[config.mk]
export PLATFORM = sky130hd
export DESIGN_NAME = rstc_ctrl
export DESIGN_NICKNAME = d
export VERILOG_FILES = /design/src/core/rstc_tick.v /design/src/core/rstc_ctrl.v
export VERILOG_INCLUDE_DIRS = /design/src /design/src/pkg
export SDC_FILE = /design/constraint.sdc
export NUM_CORES = 1
export LEC_CHECK = 0
export ABC_AREA = 1
export BUFFER_PORTS_ARGS = -buffer_cell sky130_fd_sc_hd__buf_2
export CELL_PAD_IN_SITES_DETAIL_PLACEMENT = 0
export CELL_PAD_IN_SITES_GLOBAL_PLACEMENT = 1
export CORE_MARGIN = 2
export CORE_UTILIZATION = 42
export DETAILED_ROUTE_END_ITERATION = 16
export PLACE_DENSITY_LB_ADDON = 0.3
export SKIP_CTS_REPAIR_TIMING = 1
export SYNTH_ARGS = -nofsm -noshare
export SYNTH_HDL_FRONTEND = slang
export SYNTH_SLANG_ARGS = --single-unit
[constraint.sdc]
create_clock -name CLK -period 3 [get_ports CLK]
set_input_delay 0.45 -clock CLK [delete_from_list [all_inputs] [get_ports CLK]]
set_output_delay 0.45 -clock CLK [all_outputs]
set_load 0.01 [all_outputs]
[src/pkg/rstc_defs.vh]
// constants for the read session and trigger control block
`ifndef RSTC_DEFS_VH
`define RSTC_DEFS_VH

// timing
`define RSTC_CLK_KHZ 25000
`define RSTC_TICK_MS 10
// 10 ms of the 25 MHz clock, sized to the tick counter
`define RSTC_TICK_CYCLES 18'h3D090
`define RSTC_TICKS_PER_SEC 14'h0064
`define RSTC_TENFOLD_MULT 14'h000A
`define RSTC_TICK_W 18
`define RSTC_LIMIT_W 14

// read time codes on READ_TIME_CODE
`define RSTC_RT_SYNC 4'h0
`define RSTC_RT_SEC_MAX 4'h9
`define RSTC_RT_UNLIMITED 4'hA
`define RSTC_RT_TENFOLD 4'hB

// read time modes
`define RSTC_MODE_SYNC 2'h0
`define RSTC_MODE_TIMED 2'h1
`define RSTC_MODE_UNLIM 2'h2

// session states, one-hot
`define RSTC_ST_IDLE 3'h1
`define RSTC_ST_READ 3'h2
`define RSTC_ST_SUSP 3'h4

// configuration reset values
`define RSTC_RST_POL_HIGH 1'h0
`define RSTC_RST_ACCEPT 1'h1
`define RSTC_RST_BUF_EN 1'h1
`define RSTC_RST_FROM_START 1'h0
`define RSTC_RST_MODE `RSTC_MODE_SYNC

`endif

[src/core/rstc_tick.v]
// 10 ms tick generator for read time measurement
`include "rstc_defs.vh"

module rstc_tick #(
	parameter [`RSTC_TICK_W-1:0] TICK_CYCLES = `RSTC_TICK_CYCLES
) (
	input wire clk,
	input wire rst_n,
	input wire clear,
	output reg tick
);
	reg [`RSTC_TICK_W-1:0] cnt_reg;

	// restart the phase at each session start so the first tick is a full 10 ms
	always @(posedge clk or negedge rst_n) begin
		if (!rst_n) begin
			cnt_reg <= {`RSTC_TICK_W{1'b0}};
			tick <= 1'b0;
		end else if (clear) begin
			cnt_reg <= {`RSTC_TICK_W{1'b0}};
			tick <= 1'b0;
		end else if (cnt_reg == TICK_CYCLES - 1'b1) begin
			cnt_reg <= {`RSTC_TICK_W{1'b0}};
			tick <= 1'b1;
		end else begin
			cnt_reg <= cnt_reg + 1'b1;
			tick <= 1'b0;
		end
	end
endmodule // rstc_tick

[src/core/rstc_ctrl.v]
// read session and trigger control: session state, read time limit, result strobes
`include "rstc_defs.vh"

module rstc_ctrl #(
	parameter [`RSTC_TICK_W-1:0] TICK_CYCLES = `RSTC_TICK_CYCLES
) (
	input wire CLK,
	input wire RST_N,
	input wire TRIGGER_IN_N,
	input wire TRIG_POLARITY_HIGH_CMD,
	input wire TRIG_POLARITY_LOW_CMD,
	input wire TRIG_ACCEPTANCE_CMD,
	input wire TRIG_ACCEPT_VAL,
	input wire START_FROM_END_CMD,
	input wire START_FROM_START_CMD,
	input wire OUT_BUFFER_OFF_CMD,
	input wire OUT_BUFFER_ON_CMD,
	input wire HANDSHAKE_EN,
	input wire READ_TIME_CMD,
	input wire [3:0] READ_TIME_CODE,
	input wire EXTENDED_READ_TIME_CMD,
	input wire [3:0] EXT_DIGIT_A,
	input wire [3:0] EXT_DIGIT_B,
	input wire [3:0] EXT_DIGIT_C,
	input wire [3:0] EXT_DIGIT_D,
	input wire START_READ_CMD,
	input wire STOP_READ_CMD,
	input wire AUTO_TRIGGER_EN,
	input wire AUTO_READ_DONE,
	input wire CODE_IN_IMAGE,
	input wire DECODE_OK,
	input wire TX_BUSY,
	input wire GOOD_READ_AIM_EN,
	output reg SESSION_ACTIVE,
	output reg ACQUIRE_EN,
	output reg DECODE_REQ,
	output reg TX_START,
	output reg GOOD_READ_OUT,
	output reg FAILED_READ_OUT,
	output reg GREEN_LED_PULSE,
	output reg BUZZER_PULSE,
	output reg AIMING_PULSE,
	output reg BUFFER_ACTIVE
);
	localparam [2:0] ST_IDLE = `RSTC_ST_IDLE;
	localparam [2:0] ST_READ = `RSTC_ST_READ;
	localparam [2:0] ST_SUSP = `RSTC_ST_SUSP;

	// configuration
	reg pol_high_reg;
	reg accept_reg;
	reg buf_en_reg;
	reg from_start_reg;
	reg [1:0] mode_reg;
	reg [3:0] sec_reg;
	reg tenfold_reg;
	reg ext_used_reg;
	reg [`RSTC_LIMIT_W-1:0] ext_reg;
	reg [`RSTC_LIMIT_W-1:0] limit_reg;
	reg [`RSTC_LIMIT_W-1:0] limit_next;

	// session
	reg [2:0] state_reg;
	reg [2:0] state_next;
	reg trig_act_reg;
	reg trig_prev_reg;
	reg by_cmd_reg;
	reg timer_run_reg;
	reg [`RSTC_LIMIT_W-1:0] elapsed_reg;
	wire tick;
	wire buffered;
	wire trig_rise;
	wire trig_fall;
	wire start_req;
	wire expired;
	wire sync_mode;
	wire fail_end;
	wire success;
	wire stop_now;
	wire session_start;

	// decimal digits to a count of 10 ms ticks
	function [`RSTC_LIMIT_W-1:0] dec4;
		input [3:0] a;
		input [3:0] b;
		input [3:0] c;
		input [3:0] d;
		begin
			dec4 = a * 14'h03E8 + b * 14'h0064 + c * 14'h000A + {10'h000, d};
		end
	endfunction

	rstc_tick #(
		.TICK_CYCLES(TICK_CYCLES)
	) u_tick (
		.clk(CLK),
		.rst_n(RST_N),
		.clear(session_start),
		.tick(tick)
	);

	// handshaking overrides the buffer setting
	assign buffered = buf_en_reg & ~HANDSHAKE_EN;

	// trigger edges after polarity and acceptance
	assign trig_rise = trig_act_reg & ~trig_prev_reg;
	assign trig_fall = ~trig_act_reg & trig_prev_reg;
	assign sync_mode = (mode_reg == `RSTC_MODE_SYNC);
	assign start_req = START_READ_CMD | trig_rise;
	assign session_start = (state_reg == ST_IDLE) & start_req;

	// timed limit reached; a zero limit means nothing to wait for
	assign expired = (mode_reg == `RSTC_MODE_TIMED) & timer_run_reg & (elapsed_reg >= limit_reg);

	// session end conditions while reading
	assign stop_now = STOP_READ_CMD;
	assign success = DECODE_OK;
	assign fail_end = expired
		| (sync_mode & ~by_cmd_reg & ~AUTO_TRIGGER_EN & trig_fall)
		| (sync_mode & AUTO_TRIGGER_EN & AUTO_READ_DONE);

	// trigger level: polarity select, acceptance gate
	always @(posedge CLK or negedge RST_N) begin
		if (!RST_N) begin
			trig_act_reg <= 1'b0;
			trig_prev_reg <= 1'b0;
		end else begin
			trig_act_reg <= accept_reg & (pol_high_reg ? TRIGGER_IN_N : ~TRIGGER_IN_N);
			trig_prev_reg <= trig_act_reg;
		end
	end

	// configuration commands
	always @(posedge CLK or negedge RST_N) begin
		if (!RST_N) begin
			pol_high_reg <= `RSTC_RST_POL_HIGH;
			accept_reg <= `RSTC_RST_ACCEPT;
			buf_en_reg <= `RSTC_RST_BUF_EN;
			from_start_reg <= `RSTC_RST_FROM_START;
		end else begin
			if (TRIG_POLARITY_HIGH_CMD) begin
				pol_high_reg <= 1'b1;
			end else if (TRIG_POLARITY_LOW_CMD) begin
				pol_high_reg <= 1'b0;
			end
			if (TRIG_ACCEPTANCE_CMD) begin
				accept_reg <= TRIG_ACCEPT_VAL;
			end
			if (OUT_BUFFER_OFF_CMD) begin
				buf_en_reg <= 1'b0;
			end else if (OUT_BUFFER_ON_CMD) begin
				buf_en_reg <= 1'b1;
			end
			if (START_FROM_START_CMD) begin
				from_start_reg <= 1'b1;
			end else if (START_FROM_END_CMD) begin
				from_start_reg <= 1'b0;
			end
		end
	end

	// read time codes; the later command wins, extended in the same cycle; a tenfold code leaves an extended time in force
	always @(posedge CLK or negedge RST_N) begin
		if (!RST_N) begin
			mode_reg <= `RSTC_RST_MODE;
			sec_reg <= 4'h0;
			tenfold_reg <= 1'b0;
			ext_used_reg <= 1'b0;
			ext_reg <= {`RSTC_LIMIT_W{1'b0}};
		end else if (EXTENDED_READ_TIME_CMD) begin
			ext_reg <= dec4(EXT_DIGIT_A, EXT_DIGIT_B, EXT_DIGIT_C, EXT_DIGIT_D);
			ext_used_reg <= 1'b1;
			// zero extended time falls back to trigger synchronisation
			if (dec4(EXT_DIGIT_A, EXT_DIGIT_B, EXT_DIGIT_C, EXT_DIGIT_D) == {`RSTC_LIMIT_W{1'b0}}) begin
				mode_reg <= `RSTC_MODE_SYNC;
			end else begin
				mode_reg <= `RSTC_MODE_TIMED;
			end
		end else if (READ_TIME_CMD) begin
			if (READ_TIME_CODE == `RSTC_RT_SYNC) begin
				mode_reg <= `RSTC_MODE_SYNC;
				ext_used_reg <= 1'b0;
				tenfold_reg <= 1'b0;
			end else if (READ_TIME_CODE <= `RSTC_RT_SEC_MAX) begin
				mode_reg <= `RSTC_MODE_TIMED;
				sec_reg <= READ_TIME_CODE;
				ext_used_reg <= 1'b0;
				tenfold_reg <= 1'b0;
			end else if (READ_TIME_CODE == `RSTC_RT_UNLIMITED) begin
				mode_reg <= `RSTC_MODE_UNLIM;
				ext_used_reg <= 1'b0;
			end else if (READ_TIME_CODE == `RSTC_RT_TENFOLD) begin
				tenfold_reg <= 1'b1;
			end
		end
	end

	// limit in ticks; tenfold scales the coded seconds only
	always @* begin
		limit_next = {10'h000, sec_reg} * `RSTC_TICKS_PER_SEC;
		if (tenfold_reg) begin
			limit_next = limit_next * `RSTC_TENFOLD_MULT;
		end
		if (ext_used_reg) begin
			limit_next = ext_reg;
		end
	end

	always @(posedge CLK or negedge RST_N) begin
		if (!RST_N) begin
			limit_reg <= {`RSTC_LIMIT_W{1'b0}};
		end else begin
			limit_reg <= limit_next;
		end
	end

	// session state: suspend while unbuffered output runs
	always @* begin
		state_next = state_reg;
		case (state_reg)
			ST_IDLE: begin
				if (start_req) begin
					if (!buffered && TX_BUSY) begin
						state_next = ST_SUSP;
					end else begin
						state_next = ST_READ;
					end
				end
			end
			ST_READ: begin
				if (stop_now || success || fail_end) begin
					state_next = ST_IDLE;
				end else if (!buffered && TX_BUSY) begin
					state_next = ST_SUSP;
				end
			end
			ST_SUSP: begin
				if (stop_now) begin
					state_next = ST_IDLE;
				end else if (fail_end && !expired) begin
					state_next = ST_IDLE;
				end else if (buffered || !TX_BUSY) begin
					state_next = ST_READ;
				end
			end
			default: begin
				state_next = ST_IDLE;
			end
		endcase
	end

	always @(posedge CLK or negedge RST_N) begin
		if (!RST_N) begin
			state_reg <= ST_IDLE;
		end else begin
			state_reg <= state_next;
		end
	end

	// session source and read time timer
	always @(posedge CLK or negedge RST_N) begin
		if (!RST_N) begin
			by_cmd_reg <= 1'b0;
			timer_run_reg <= 1'b0;
			elapsed_reg <= {`RSTC_LIMIT_W{1'b0}};
		end else if (session_start) begin
			by_cmd_reg <= START_READ_CMD;
			// command start counts at once; trigger start per start-timing choice
			timer_run_reg <= START_READ_CMD | from_start_reg;
			elapsed_reg <= {`RSTC_LIMIT_W{1'b0}};
		end else if (state_reg == ST_IDLE) begin
			timer_run_reg <= 1'b0;
		end else begin
			if (trig_fall && !by_cmd_reg) begin
				timer_run_reg <= 1'b1;
			end
			// the timer stands still while operations are suspended
			if (timer_run_reg && tick && state_reg == ST_READ && !expired) begin
				elapsed_reg <= elapsed_reg + 1'b1;
			end
		end
	end

	// outputs; result levels hold until the next session begins
	always @(posedge CLK or negedge RST_N) begin
		if (!RST_N) begin
			SESSION_ACTIVE <= 1'b0;
			ACQUIRE_EN <= 1'b0;
			DECODE_REQ <= 1'b0;
			TX_START <= 1'b0;
			GOOD_READ_OUT <= 1'b0;
			FAILED_READ_OUT <= 1'b0;
			GREEN_LED_PULSE <= 1'b0;
			BUZZER_PULSE <= 1'b0;
			AIMING_PULSE <= 1'b0;
			BUFFER_ACTIVE <= `RSTC_RST_BUF_EN;
		end else begin
			SESSION_ACTIVE <= (state_next != ST_IDLE);
			ACQUIRE_EN <= (state_next == ST_READ);
			DECODE_REQ <= (state_reg == ST_READ) & CODE_IN_IMAGE & ~stop_now;
			BUFFER_ACTIVE <= buffered;
			TX_START <= 1'b0;
			GREEN_LED_PULSE <= 1'b0;
			BUZZER_PULSE <= 1'b0;
			AIMING_PULSE <= 1'b0;
			if (session_start) begin
				GOOD_READ_OUT <= 1'b0;
				FAILED_READ_OUT <= 1'b0;
			end else if (state_reg == ST_READ && !stop_now) begin
				if (success) begin
					TX_START <= 1'b1;
					GOOD_READ_OUT <= 1'b1;
					GREEN_LED_PULSE <= 1'b1;
					BUZZER_PULSE <= 1'b1;
					AIMING_PULSE <= GOOD_READ_AIM_EN;
				end else if (fail_end) begin
					FAILED_READ_OUT <= 1'b1;
				end
			end else if (state_reg == ST_SUSP && !stop_now && fail_end && !expired) begin
				FAILED_READ_OUT <= 1'b1;
			end
		end
	end
endmodule // rstc_ctrl

==> results.toml <==
[synth]
async_flop_share_pct = 100
synth_top_area_share_pct = 31.4
syn-num-nets = 981
yosys.area.top_type = "dfrtp_1"
synthTopCellsByCount = "nand2_1 (185), inv_1 (134), ha_1 (90)"
ys_ff_latch = 88
avgSynthCellArea_sq_um = 8.07
seq_area_frac_synth_pct = 33.0
syn-instance-count = 830
synth.most_common_cell = "nand2_1"
syn_area_sq_um = 6700
synthFlopType = "dfrtp_1"
ys_warn_count = 0
synth_edf_count = 0
synthDistinctLibCells = 41
synthTopCellsByArea = "dfrtp_1 (31%), ha_1 (17%), nand2_1 (10%), inv_1 (7.5%), fa_1 (5.7%)"

[setup_path]
crit_type = "in -> reg"
required_ps = 3240
crit_fanout = 4
worstPathArrival_ps = 4070
setup.worst_path.end_class = "flop"
r2r_slack_ps = -10
start_kind = "input pin"
r2r_cells = 17

[cts]
cts.path.max_buffers = 2
cts_buffers = 9
clk_pin_slew_worst_paths_ps = 60
htree_num_levels = 3
cts_tree = "built"
cts_root_buf = "clkbuf_16"
clock_latency_ps = 350
clock-sinks = 88

[placement]
gp_congestion = 0.811
post-dp-hpwl_mm = 11.6
numPortBuffers = 51
place_area_sq_um = 8060

[timing]
hold_violations = 0
period_minus_slack_ps = 3830
fin_crit_sh_pct = 128
fmax_mhz = 261
rsz0062_at_grt = "yes"
setup_violations = 9
slew_violations = 0
worst_slew_pin_slew_ps = 847
fin_skew_ps = 7.73
whs_ps = 118
layout_setup_ws_ps = -829
slew_headroom_pct = 43.3

[floorplanning]
fp.dieH_um = 130
die-area_sq_um = 17000
io_pins = 52
die_w_um = 130
rows = 46
start_util_pct = 42.6
core_sq_um = 15700

[finish]
largest_reg_flops = 18
layout-drive-gt1-share_pct = 31.9
n_fill_cell = 1451
finalInstanceArea_sq_um = 9010
antenna_cells = 0
syn_to_final_growth_pct = 34.5
nets = 1129

[drt]
ant_nets = 0
wire_per_inst_um = 12.7
vias = 5671
via_per_inst = 4.73
drtPass1Iterations = 4
drtIter0Drc = 206
drc = 0
finalWirelength_mm = 15.2

[run_status]
status = "finished, violations left"
violations = "negative setup slack"

[power]
ir_worst_vdd_uv = 777
power_leakage_nw = 4.64
p_per_area_nw_per_um2 = 914
power_mw = 8.24

[grt]
overflow = 0
grt_pass1_wl_mm = 24.9
grt_usage_pct = 18.4
grt_pass1_vias = 5401
grt_antenna_before_repair = 0
grt_max_degree = 89

[flow_run]
maxCapViolations = 0

[hold_path]
hp-class = "in -> async"
[stage by stage]
stage	setup WS (ps)	cells	setup TNS (ps)	utilization (%)
after floorplan	-843	830	-4150	-
after global placement	-1100	1171	-7800	51.3
after detailed placement	-1140	1171	-8490	51.3
after CTS	-790	1187	-5070	53.1
after global routing	-1010	1199	-5850	57.3
final	-829	1199	-4610	57.3
[report_power, final]
part | internal (mW) | switching, mW | leakage, nW | total (mW)
combinational | 2.76 | 2.71 | 3.39 | 5.47
sequential | 1.49 | 0.208 | 1.12 | 1.70
clock | 0.573 | 0.499 | 0.131 | 1.07
[worst max-delay path, cell delays in order]
cell and delay (ps):
buf_8 110, fa_2 580, inv_2 60, fa_1 490
inv_2 50, ha_4 250, a21oi_2 140, nand2_2 100
xor2_1 150, ha_1 330, ha_4 250, ha_4 290
nand2_2 60, nand2_2 70, a21boi_2 70, buf_4 140
nand3_2 80, nand2_1 50, nor2_1 90, nand2_1 60
nand2_1 50, nand3_1 60, nand2_1 60, inv_1 30
[final cells by class]
class                   count  area, sq um  share of cell area, %
clock inverters             6         52.6                  0.583
inverters                 138          520                   5.78
multi-input cells         593         4670                   51.8
clock buffers              10          229                   2.54
flip-flops and latches     88         2210                   24.5
well taps                 216          270                   3.00
repair buffers            148         1060                   11.8
[logic make-up (layout without fill, tap and decap cells)]
logic type	count (synthesis)	in the layout	share of synthesized area, %
xor gates and xnor gates	34	34	4.45
buffers and inverters	149	302	8.54
AOI/OAI and AO/OA	90	90	7.58
muxes	3	3	0.504
DFF	88	88	33.0
adders and majority gates	109	109	22.5
and+or+nand+nor	357	357	23.5
[placed cells by master (no fill, tap or decap), types with 6 or more instances in the layout]
master,Yosys,layout
clkbuf_16,0,9
nand3_1,57,42
nand4_1,12,12
nor4_1,6,6
o21ai_2,1,7
buf_6,0,9
buf_2,1,47
a21oi_1,31,21
xor2_1,18,17
ha_4,0,30
nor3_1,9,9
nand2_2,2,24
fa_1,19,16
o21ai_1,8,11
buf_4,3,89
ha_1,90,56
xnor2_1,16,13
inv_2,3,17
nand3_2,4,18
a21oi_2,0,8
o21ai_0,26,17
o211ai_1,6,6
nand2_4,0,6
inv_1,134,119
nand2_1,185,157
dfrtp_1,84,82
nor2_1,70,66
[per-layer routing]
layer	track usage (%)	up-vias	wire, um	share of wire [%]
met5	0	-	0	0
met4	5.00	0	214	1.4
met3	2.71	16	331	2.2
met2	31.2	56	7560	50
met1	24.6	2630	7070	47
li1	-	2969	-	-
[worst paths after layout]
check / startpoint / endpoint
worst max-delay path: EXT_DIGIT_A[2] / mode_reg[0]
worst min-delay path: RST_N / sec_reg[2]
worst max register to register: sec_reg[1] / limit_reg[12]
worst min register to register: trig_act_reg / trig_prev_reg
max in group asynchronous: RST_N / limit_reg[10]
min in group CLK: OUT_BUFFER_OFF_CMD / buf_en_reg
(Power assumes the default switching activity.)
